===== src/design/smc_pkg.sv =====
// shared constants and types for the switching-mode control register bank
package smc_pkg;

    // ************************************************************
    // register map, bank-independent and bank 0/1 offsets
    // ************************************************************
    localparam int          ADDR_W            = 4;
    localparam logic [3:0]  REG_MEM_DATA      = 4'h0;
    localparam logic [3:0]  REG_MEM_CMD       = 4'h1;
    localparam logic [3:0]  REG_MEM_ADDR      = 4'h2;
    localparam logic [3:0]  REG_ACCESS_STATUS = 4'h3;
    localparam logic [3:0]  REG_PCM_RX        = 4'h4;
    localparam logic [3:0]  REG_VERSION       = 4'hD;
    localparam logic [3:0]  REG_MODE          = 4'hF;

    // ************************************************************
    // operating mode register fields and reset value
    // ************************************************************
    localparam int          MODE_SEL_LSB      = 6;
    localparam int          PCM_OE_BIT        = 5;
    localparam int          PCM_LOOP_BIT      = 4;
    localparam int          DRV_TYPE_BIT      = 3;
    localparam int          MON_HS_BIT        = 2;
    localparam int          SUB_OE_BIT        = 1;
    localparam int          BANK_BIT          = 0;
    localparam logic [7:0]  MODE_RESET_VAL    = 8'h00;

    // ************************************************************
    // memory access command and status fields
    // ************************************************************
    localparam logic [3:0]  CMD_RESET_NIB     = 4'h7;
    localparam int          CMD_READ_BIT      = 0;
    localparam int          CMD_TRI_BIT       = 1;
    localparam int          STAT_BUSY_BIT     = 0;
    localparam int          STAT_INIT_REQ_BIT = 1;
    localparam int          STAT_SEARCH_BIT   = 2;
    localparam int          SEARCH_START_BIT  = 0;
    localparam int          VER_INIT_REQ_BIT  = 7;
    localparam logic [3:0]  CODE_UNASSIGNED   = 4'h0;
    localparam logic [7:0]  BOOT_RESET_CMD    = 8'h70;
    localparam logic [7:0]  BOOT_RESET_DATA   = 8'h00;

    // ************************************************************
    // access durations in reference clock cycles
    // ************************************************************
    localparam int          CNT_W             = 12;
    localparam int          INIT_ACCESS_X10   = 25;
    localparam int          NORMAL_ACCESS_X10 = 95;
    localparam logic [11:0] CM_RESET_CYCLES   = 12'd256;
    localparam logic [11:0] TEST_CYCLES       = 12'd2057;
    localparam logic [11:0] TRI_INIT_CYCLES   = 12'd1035;
    // longest time rounds down, least time rounds up
    localparam logic [11:0] INIT_ACCESS_CYCLES =
        12'((INIT_ACCESS_X10 / 10 < 1) ? 1 : INIT_ACCESS_X10 / 10);
    localparam logic [11:0] NORMAL_ACCESS_CYCLES = 12'((NORMAL_ACCESS_X10 + 9) / 10);

    typedef enum logic [1:0] {
        MODE_CM_RESET = 2'b00,
        MODE_TEST     = 2'b01,
        MODE_INIT     = 2'b10,
        MODE_NORMAL   = 2'b11
    } op_mode_t;

endpackage


===== src/design/smc_bus_if.sv =====
// parallel register bus between host controller and switching device
`timescale 1ns/1ns
interface smc_bus_if;
    logic [3:0] addr;
    logic [7:0] wdata;
    logic       wr;
    logic       rd;
    logic [7:0] rdata;

    modport device (input addr, input wdata, input wr, input rd, output rdata);
    modport host   (output addr, output wdata, output wr, output rd, input rdata);
endinterface


===== src/design/switch_mode_control_dev.sv =====
// switching device end: mode and version registers, control memory, interface gating
// Contract
// - mode 00 clears whole memory within 256 cycles; tristate bits keep their values
// - reset mode keeps both interfaces idle
// - command 70 writes data, code 0000 everywhere
// - mode 10 single access, at most 2.5 cycles
// - mode 11 runs interfaces, 9.5 / 1035 cycles
// - mode 01 hits all locations, 2057 cycles
// - pcm standby 0 floats tx, tristate pin high
// - pcm standby 1 sends memory, per-slot tristate
// - loop bit routes tx to receive path
// - driver type 0 tristate, 1 open drain
// - monitor bit enables channel handshake
// - subscriber standby 0 floats its four outputs
// - bank bit selects register bank; mode always
// - init flag set on fault, cleared by reset command
// - read-only four-bit version in low bits
// - software writes alternate input fields as 00
// - software writes port select fields as 00
// - software writes subchannel port fields as 00
// - software keeps mismatch interrupt masked
// - software resets control memory after hardware reset
// - search stops on found channel or bit6 clear
`timescale 1ns/1ns
module switch_mode_control_dev
    import smc_pkg::*;
#(
    parameter int         DEPTH        = 32,
    parameter logic [3:0] VERSION_CODE = 4'hA,  // arbitrary value
    parameter int         BIT_DIV      = 4
) (
    // clock and reset
    input  wire logic ref_clk,
    input  wire logic resetn,
    // register bus
    smc_bus_if.device bus,
    // pcm interface
    output logic      pcmTxOut,
    output logic      pcmTxOe,
    output logic      tristateControlPin,
    input  wire logic pcmRxPin,
    // subscriber interface
    output logic      subDownstreamData,
    output logic      subDownstreamOe,
    output logic      subUpstreamData,
    output logic      subUpstreamOe,
    output logic      subDataClock,
    output logic      subDataClockOe,
    output logic      subFrameSync,
    output logic      subFrameSyncOe,
    // monitor channel and supervision
    output logic      monitorHandshakeEnable,
    input  wire logic monitorActivePin,
    input  wire logic powerFailPin
);
    localparam int AW = $clog2(DEPTH);

    typedef enum logic [1:0] {
        ST_IDLE = 2'b01,
        ST_BUSY = 2'b10
    } access_state_t;

    // ************************************************************
    // registers and storage
    // ************************************************************
    logic [7:0]       modeReg;
    logic [7:0]       memData;
    logic [7:0]       memCmd;
    logic [7:0]       memAddr;
    logic [7:0]       readBack;
    logic [7:0]       pcmRxByte;
    logic [7:0]       rxShift;
    logic [CNT_W-1:0] remain;
    op_mode_t         accMode;
    access_state_t    state;
    logic             initReq;
    logic             searchActive;
    logic [3:0]       codeMem [DEPTH];
    logic [7:0]       dataMem [DEPTH];
    logic             triMem  [DEPTH];
    logic [1:0]       rxSync;
    logic [1:0]       monSync;
    logic [1:0]       failSync;
    logic [$clog2(BIT_DIV)-1:0] divCnt;
    logic             bitTick;
    logic [2:0]       bitCnt;
    logic [AW-1:0]    slot;

    wire logic        bank    = modeReg[BANK_BIT];
    op_mode_t         liveMode;
    assign liveMode = op_mode_t'(modeReg[7:MODE_SEL_LSB]);
    wire logic        cmdWrite = bus.wr && !bank && bus.addr == REG_MEM_CMD;
    wire logic        accDone  = state == ST_BUSY && remain == 12'h001;
    wire logic        isResetCmd = accMode == MODE_CM_RESET && memCmd[7:4] == CMD_RESET_NIB;
    wire logic [AW-1:0] accAddr = (accMode == MODE_TEST) ? '0 : memAddr[AW-1:0];

    function automatic logic [CNT_W-1:0] accessCycles(op_mode_t m, logic triSel);
        unique case (m)
            MODE_CM_RESET: accessCycles = CM_RESET_CYCLES;
            MODE_INIT:     accessCycles = INIT_ACCESS_CYCLES;
            MODE_NORMAL:   accessCycles = triSel ? TRI_INIT_CYCLES
                                              : NORMAL_ACCESS_CYCLES;
            MODE_TEST:     accessCycles = TEST_CYCLES;
        endcase
    endfunction

    // ************************************************************
    // input synchronisers
    // ************************************************************
    always_ff @(posedge ref_clk) begin
        if (!resetn) begin
            rxSync   <= 2'h0;
            monSync  <= 2'h0;
            failSync <= 2'h0;
        end else begin
            rxSync   <= {rxSync[0], pcmRxPin};
            monSync  <= {monSync[0], monitorActivePin};
            failSync <= {failSync[0], powerFailPin};
        end
    end

    // ************************************************************
    // register writes
    // ************************************************************
    always_ff @(posedge ref_clk) begin
        if (!resetn) begin
            modeReg <= MODE_RESET_VAL;
            memData <= 8'h00;
            memAddr <= 8'h00;
        end else if (bus.wr) begin
            if (bus.addr == REG_MODE)
                modeReg <= bus.wdata;
            else if (!bank && bus.addr == REG_MEM_DATA)
                memData <= bus.wdata;
            else if (!bank && bus.addr == REG_MEM_ADDR)
                memAddr <= bus.wdata;
        end
    end

    // ************************************************************
    // memory access sequencer
    // ************************************************************
    // mode is sampled at command time so a later mode write only affects the next access
    always_ff @(posedge ref_clk) begin
        if (!resetn) begin
            state   <= ST_IDLE;
            remain  <= 12'h000;
            memCmd  <= 8'h00;
            accMode <= MODE_CM_RESET;
        end else begin
            unique case (state)
                ST_IDLE: begin
                    if (cmdWrite) begin
                        memCmd  <= bus.wdata;
                        accMode <= liveMode;
                        remain  <= accessCycles(liveMode, bus.wdata[CMD_TRI_BIT]);
                        state   <= ST_BUSY;
                    end
                end
                ST_BUSY: begin
                    remain <= remain - 12'h001;
                    if (accDone)
                        state <= ST_IDLE;
                end
                default: state <= ST_IDLE;
            endcase
        end
    end

    // storage has no reset: a control memory reset command is what clears it
    always_ff @(posedge ref_clk) begin
        if (accDone) begin
            for (int i = 0; i < DEPTH; i++) begin
                if (isResetCmd) begin
                    dataMem[i] <= memData;
                    codeMem[i] <= CODE_UNASSIGNED;
                end else if (!memCmd[CMD_READ_BIT]) begin
                    if (accMode == MODE_TEST && memCmd[CMD_TRI_BIT])
                        triMem[i] <= memData[0];
                    else if (accMode == MODE_TEST)
                        dataMem[i] <= memData;
                    else if (accMode == MODE_NORMAL && memCmd[CMD_TRI_BIT])
                        triMem[i] <= memData[0];
                    else if (accMode != MODE_CM_RESET && i == int'(accAddr))
                        dataMem[i] <= memData;
                end
            end
        end
    end

    always_ff @(posedge ref_clk) begin
        if (!resetn)
            readBack <= 8'h00;
        else if (accDone && memCmd[CMD_READ_BIT])
            readBack <= dataMem[accAddr];
    end

    // ************************************************************
    // init request flag and monitor search
    // ************************************************************
    always_ff @(posedge ref_clk) begin
        if (!resetn)
            initReq <= 1'b1;
        else if (failSync[1])
            initReq <= 1'b1;
        else if (accDone && isResetCmd)
            initReq <= 1'b0;
    end

    always_ff @(posedge ref_clk) begin
        if (!resetn)
            searchActive <= 1'b0;
        else if (monSync[1] || !modeReg[MODE_SEL_LSB])
            searchActive <= 1'b0;
        else if (bus.wr && !bank && bus.addr == REG_ACCESS_STATUS
                 && bus.wdata[SEARCH_START_BIT])
            searchActive <= 1'b1;
    end

    assign monitorHandshakeEnable = modeReg[MON_HS_BIT];

    // ************************************************************
    // read port
    // ************************************************************
    always_ff @(posedge ref_clk) begin
        if (!resetn) begin
            bus.rdata <= 8'h00;
        end else if (bus.rd) begin
            bus.rdata <= 8'h00;
            if (bus.addr == REG_MODE)
                bus.rdata <= modeReg;
            else if (bank && bus.addr == REG_VERSION)
                bus.rdata <= {initReq, 3'h0, VERSION_CODE};
            else if (!bank) begin
                unique case (bus.addr)
                    REG_MEM_DATA:      bus.rdata <= readBack;
                    REG_MEM_ADDR:      bus.rdata <= memAddr;
                    REG_ACCESS_STATUS: bus.rdata <= {5'h00, searchActive, initReq,
                                                     state == ST_BUSY};
                    REG_PCM_RX:        bus.rdata <= pcmRxByte;
                    default:           bus.rdata <= 8'h00;
                endcase
            end
        end
    end

    // ************************************************************
    // serial interfaces
    // ************************************************************
    wire logic ifActive = liveMode == MODE_NORMAL || liveMode == MODE_TEST;
    wire logic txBit    = dataMem[slot][3'd7 - bitCnt];
    wire logic txDrive  = ifActive && modeReg[PCM_OE_BIT] && !triMem[slot];
    wire logic rxBit    = modeReg[PCM_LOOP_BIT] ? txBit : rxSync[1];
    wire logic subEn    = ifActive && modeReg[SUB_OE_BIT];
    wire logic openDrain = modeReg[DRV_TYPE_BIT];

    always_ff @(posedge ref_clk) begin
        if (!resetn) begin
            divCnt  <= '0;
            bitTick <= 1'b0;
        end else begin
            bitTick <= divCnt == '0;
            divCnt  <= (int'(divCnt) == BIT_DIV - 1) ? '0 : divCnt + 1'b1;
        end
    end

    always_ff @(posedge ref_clk) begin
        if (!resetn || !ifActive) begin
            bitCnt    <= 3'h0;
            slot      <= '0;
            rxShift   <= 8'h00;
            pcmRxByte <= 8'h00;
        end else if (bitTick) begin
            bitCnt  <= bitCnt + 3'h1;
            rxShift <= {rxShift[6:0], rxBit};
            if (bitCnt == 3'h7) begin
                slot      <= slot + 1'b1;
                pcmRxByte <= {rxShift[6:0], rxBit};
            end
        end
    end

    always_ff @(posedge ref_clk) begin
        if (!resetn) begin
            pcmTxOut           <= 1'b0;
            pcmTxOe            <= 1'b0;
            tristateControlPin <= 1'b1;
            subDownstreamData  <= 1'b1;
            subUpstreamData    <= 1'b1;
            subDataClock       <= 1'b1;
            subFrameSync       <= 1'b1;
        end else begin
            pcmTxOut           <= txBit;
            pcmTxOe            <= txDrive;
            tristateControlPin <= !txDrive;
            subDownstreamData  <= rxBit;
            subUpstreamData    <= txBit;
            subDataClock       <= divCnt < $clog2(BIT_DIV)'(BIT_DIV / 2);
            subFrameSync       <= !(slot == '0 && bitCnt == 3'h0);
        end
    end

    // open drain only pulls low; tristate drives both levels
    assign subDownstreamOe = subEn && (!openDrain || !subDownstreamData);
    assign subUpstreamOe   = subEn && (!openDrain || !subUpstreamData);
    assign subDataClockOe  = subEn && (!openDrain || !subDataClock);
    assign subFrameSyncOe  = subEn && (!openDrain || !subFrameSync);

endmodule // switch_mode_control_dev


===== src/flat_wrapper.sv =====
// flat-port wrapper written by rule: the top's interface ports become plain ports
module switch_mode_control_dev_flat import smc_pkg::*;
#(
    parameter int         DEPTH        = 32,
    parameter logic [3:0] VERSION_CODE = 4'hA,                    
    parameter int         BIT_DIV      = 4
)
  (ref_clk, resetn, pcmTxOut, pcmTxOe, tristateControlPin, pcmRxPin, subDownstreamData, subDownstreamOe, subUpstreamData, subUpstreamOe, subDataClock, subDataClockOe, subFrameSync, subFrameSyncOe, monitorHandshakeEnable, monitorActivePin, powerFailPin, bus_addr, bus_wdata, bus_wr, bus_rd, bus_rdata);
  smc_bus_if bus_i ();
  input  wire logic ref_clk;
  input  wire logic resetn;
  output logic pcmTxOut;
  output logic pcmTxOe;
  output logic tristateControlPin;
  input  wire logic pcmRxPin;
  output logic subDownstreamData;
  output logic subDownstreamOe;
  output logic subUpstreamData;
  output logic subUpstreamOe;
  output logic subDataClock;
  output logic subDataClockOe;
  output logic subFrameSync;
  output logic subFrameSyncOe;
  output logic monitorHandshakeEnable;
  input  wire logic monitorActivePin;
  input  wire logic powerFailPin;
  input wire logic [$bits(bus_i.addr)-1:0] bus_addr;
  input wire logic [$bits(bus_i.wdata)-1:0] bus_wdata;
  input wire logic [$bits(bus_i.wr)-1:0] bus_wr;
  input wire logic [$bits(bus_i.rd)-1:0] bus_rd;
  output wire logic [$bits(bus_i.rdata)-1:0] bus_rdata;
  assign bus_i.addr = bus_addr;
  assign bus_i.wdata = bus_wdata;
  assign bus_i.wr = bus_wr;
  assign bus_i.rd = bus_rd;
  assign bus_rdata = bus_i.rdata;
  switch_mode_control_dev #(.DEPTH(DEPTH), .VERSION_CODE(VERSION_CODE), .BIT_DIV(BIT_DIV)) u_core (.ref_clk(ref_clk), .resetn(resetn), .bus(bus_i), .pcmTxOut(pcmTxOut), .pcmTxOe(pcmTxOe), .tristateControlPin(tristateControlPin), .pcmRxPin(pcmRxPin), .subDownstreamData(subDownstreamData), .subDownstreamOe(subDownstreamOe), .subUpstreamData(subUpstreamData), .subUpstreamOe(subUpstreamOe), .subDataClock(subDataClock), .subDataClockOe(subDataClockOe), .subFrameSync(subFrameSync), .subFrameSyncOe(subFrameSyncOe), .monitorHandshakeEnable(monitorHandshakeEnable), .monitorActivePin(monitorActivePin), .powerFailPin(powerFailPin));
endmodule

===== config.mk =====
export PLATFORM = sky130hd
export DESIGN_NAME = switch_mode_control_dev_flat
export DESIGN_NICKNAME = d
export VERILOG_FILES = /design/src/design/smc_pkg.sv /design/src/design/smc_bus_if.sv /design/src/design/switch_mode_control_dev.sv /design/src/flat_wrapper.sv
export SDC_FILE = /design/constraint.sdc
export NUM_CORES = 1
export LEC_CHECK = 0
export BUFFER_PORTS_ARGS = -buffer_cell sky130_fd_sc_hd__buf_2
export CORE_MARGIN = 3
export CORE_UTILIZATION = 35
export DETAILED_ROUTE_END_ITERATION = 10
export PLACE_DENSITY = 0.5
export SLEW_MARGIN = 5
export SYNTH_ARGS = -nofsm -noshare
export SYNTH_HDL_FRONTEND = slang
export SYNTH_SLANG_ARGS = --single-unit

===== constraint.sdc =====
create_clock -name ref_clk -period 7.4 [get_ports ref_clk]
set_input_delay 0.37 -clock ref_clk [delete_from_list [all_inputs] [get_ports ref_clk]]
set_output_delay 0.37 -clock ref_clk [all_outputs]
set_load 0.02 [all_outputs]

==> results by group <==
Floorplanning
  • Chip Width: 227.6 µm
  • Number of top-level pins: 39
  • Die ar.: 51800 µm²
  • Initial Utilization: around 36%
  • Die height: 227.6 µm
  • Standard-cell rows: 80
  • Core area: approximately 48000 µm²

Pwr
  • Combinational Power Share: 1.8%
  • Flop pwr share: ~52%
  • Int Pwr: 3.348 mW
  • Psw: 0.8991 mW
  • Clock share of power: a little under half
  • Worst IR drop on VDD: 0.0001236 V
  • PD cells: 221.2 nW/µm²
  • Leakage: 5.923 nW
  • Switching Fraction: 21.17%

Timing
  • Hold Fails Final Rpt: 0
  • Tcrit/Tclk final: a little over half
  • Setup TNS: 0 ps
  • Crit path time final: 3960 ps
  • Max Slew Vio Count: 0
  • Final WS setup: around 3400 ps
  • Endpoints failing setup: 0
  • Maximum clock rate: around 0.25 GHz
  • Measured slew at the worst slew-check pin: approximately 1300 ps
  • Final Skew: 19.84 ps
  • Slew HR: around 14%
  • RSZ-0062 raised after global routing: no

Yosys
  • Synthesis Warnings: 0
  • Post-synthesis simple-gate area fraction: 10.82%
  • Largest family of logic cells by synthesized area: multiplexers
  • Adder-Cell Fraction of Synth Area: 0.5824%
  • Compound-Gate Fraction of Synth Area: around 13%
  • XOR/XNOR Fraction of Synth Area: 0.3058%
  • Post-Syn Instances: between 1000 and 1500
  • EDFF count, synth: 257
  • Post-synth top area cell: edfxtp_1
  • Async S/R FF share, synth: 0%
  • Avg Inst Size Synth: 12.02 µm²
  • Top_reg_cell synth: edfxtp_1
  • Post-synthesis sequential area ratio: 57.48%
  • Mux contribution to synthesized area: 14.04%
  • Synthesized flop and latch total: roughly 370
  • Syn Nets: approximately 1500
  • Yosys cell types: 75
  • Mapped cell area: between 15000 and 20000 µm²
  • Top-area cell type share of the netlist area: 44.90%
  • Synth area leaders: edfxtp_1, dfxtp_1, mux4_2, mux2i_1, nor2_1

Detailed routing
  • Via count: 12180
  • Via density: approximately 5.8
  • DRT Pass-1 Iters: 6
  • Iter 0 DRT Violations: roughly 1300
  • Drt total wl: 54230 µm
  • Routed wire length per instance: 25.69 µm
  • Detailed-route DRC error count: 0
  • DRT antenna net count: 0

GRT
  • Vias in the first global route: 11560
  • Routing usage on met3: 3.933%
  • GRT Total Usage: approximately a fifth
  • Largest net degree at the start of global routing: 77
  • Met2 Use GR: 32.09%
  • Initial antenna violation count: 1
  • GRT overflow: 0
  • First-pass GRT wire length: 79360 µm
  • Grt met1 use: between 20 and 30%
  • GRT busiest layer: met2

Clocking
  • Bufs on Longest Clock Path: 3
  • CTS Buf Count: 40
  • Post-CTS sizing: 0
  • Worst skew pair latency: roughly 560 ps
  • CTS tree: yes
  • Sink Count: 365
  • Root Driver: clkbuf_16
  • Worst-path clk slew: 60 ps
  • CTS H-tree lvls: 2

Worst setup path
  • Crit start category: flop
  • Critical path arrival: 4130 ps
  • CP max stage delay: 1180 ps
  • Slowest-stage cell, CP: o21ai_0
  • CP Data Required Time: 7570 ps
  • FF-to-FF path depth: 6
  • Critical path class: reg2reg
  • Cell Chain, Critical Path: or3_4 -> or4_4 -> nor4_1 -> buf_4 -> nand4_1 -> o21ai_0
  • CP max FO: 8
  • Worst Setup End Kind: flop

Final layout
  • Ant diodes: 0
  • Area grow syn2layout: 11.72%
  • Nets@finish: 1452
  • Fin util: approximately 40%
  • Commonest non-fill, non-tap cells in the layout: edfxtp_1, nor2_1, nand2_1
  • Most common cell after layout, fill and taps aside: edfxtp_1
  • Final cell area excluding filler cells: between 15000 and 20000 µm²
  • Layout cells sized above 1: 16.01%
  • Filler instances: 4530

Placement
  • Final Wtd Congestion: 0.8858
  • Placed inst area: 17900 µm²
  • Post-DP HPWL: 35580 µm
  • Input/output buffers: 38
  • Placement Setup Slack: 3441 ps

Min path
  • Hold path cells: 2
  • Tightest Hold Check Type: in2reg

Flow run
  • Max Cap Viol: 0

Outcome
  • Run status: finished, final reports clean
-- area by class of cell --
cell class	count	area [µm²]	share of cell area (%)
Sequential cell	365	9902	51.57
Clock buffer	52	1087	5.663
Clock inverter	20	193.9	1.010
Multi-Input combinational cell	901	6630	34.53
Tap cell	656	820.8	4.275
Inverter	59	221.5	1.153
Timing Repair Buffer	58	345.3	1.799
-- power groups by stage --
stage	Sequential, mW	Clock (mW)	Combinational, mW
6_report	2.19	1.98	0.0776
5_1_grt	2.19	2.10	0.0854
4_1_cts	2.19	2.02	0.0780
3_5_place_dp	2.23	0	0.0766
3_3_place_gp	2.23	0	0.0768
2_1_floorplan	2.23	0	0.0494
-- per-layer routing --
layer / up-vias / share of wire, %
li1: 5479 / -
met4: 0 / 3.3
met5: - / 0
met3: 91 / 8.1
met1: 6055 / 43
met2: 553 / 45
-- stage by stage --
stage                     hold WS (ps)  cells  power [mW]
final                            29.03   2111       4.247
after global placement           389.8   2037       2.311
after floorplan                  374.7   1430       2.278
after CTS                        1.726   2111       4.288
after detailed placement         390.9   2037       2.311
after global routing             30.26   2111       4.380
-- final timing paths --
check                                     start                               to  slack (ps)
hold / removal                 monitorActivePin     u_core.monSync[0]$_SDFF_PN0_          30
setup reg to reg  u_core.remain[6]$_SDFFE_PN0P_  u_core.dataMem[15][7]$_DFFE_PP_        3440
hold reg to reg     u_core.divCnt[1]$_SDFF_PP0_   u_core.subDataClock$_SDFF_PN1_         400
setup / recovery  u_core.remain[6]$_SDFFE_PN0P_  u_core.dataMem[15][7]$_DFFE_PP_        3440
-- cells in the mapped netlist, types with 20 or more instances --
| master | instances |
|---|---|
| dfxtp_1 | 108 |
| mux2i_1 | 79 |
| nand2_1 | 115 |
| o221ai_1 | 44 |
| a21oi_1 | 69 |
| o21ai_0 | 42 |
| nand3_1 | 37 |
| inv_1 | 57 |
| clkbuf_1 | 58 |
| mux2_2 | 39 |
| buf_2 | 20 |
| mux4_2 | 52 |
| a211oi_1 | 21 |
| nor2_1 | 123 |
| edfxtp_1 | 257 |
| a31oi_1 | 46 |
-- registers in the layout (all words and copies together) (netlist names), 7 cells and up, named ones only --
register	cells
u_core.remain	12
u_core.pcmRxByte	8
u_core.dataMem	256
u_core.readBack	8
u_core.memData	8
u_core.rxShift	7
u_core.modeReg	8
u_core.memAddr	8
u_core.bus.rdata	8
-- cell families after synthesis --
family	count (synthesis)
flops	365
compound gates	326
xor+xnor	6
buf+inv	164
fa+ha+maj	8
mux	171
simple gates	390
-- critical path, delay by kind of cell (launching register included) --
family / cells / cell delay (ps)
AND/OR/NAND/NOR: 4 / 1840
flip-flops: 1 / 340
AO/OA/AOI/OAI: 1 / 1180
buffers and inverters: 1 / 190
-- what timing repair did --
action                    4_1_cts  5_1_grt
hold endpoints to repair        2        0
setup buffers                   0        0
hold buffers                    2        0
No activity file was read; power rests on OpenSTA's default activity.
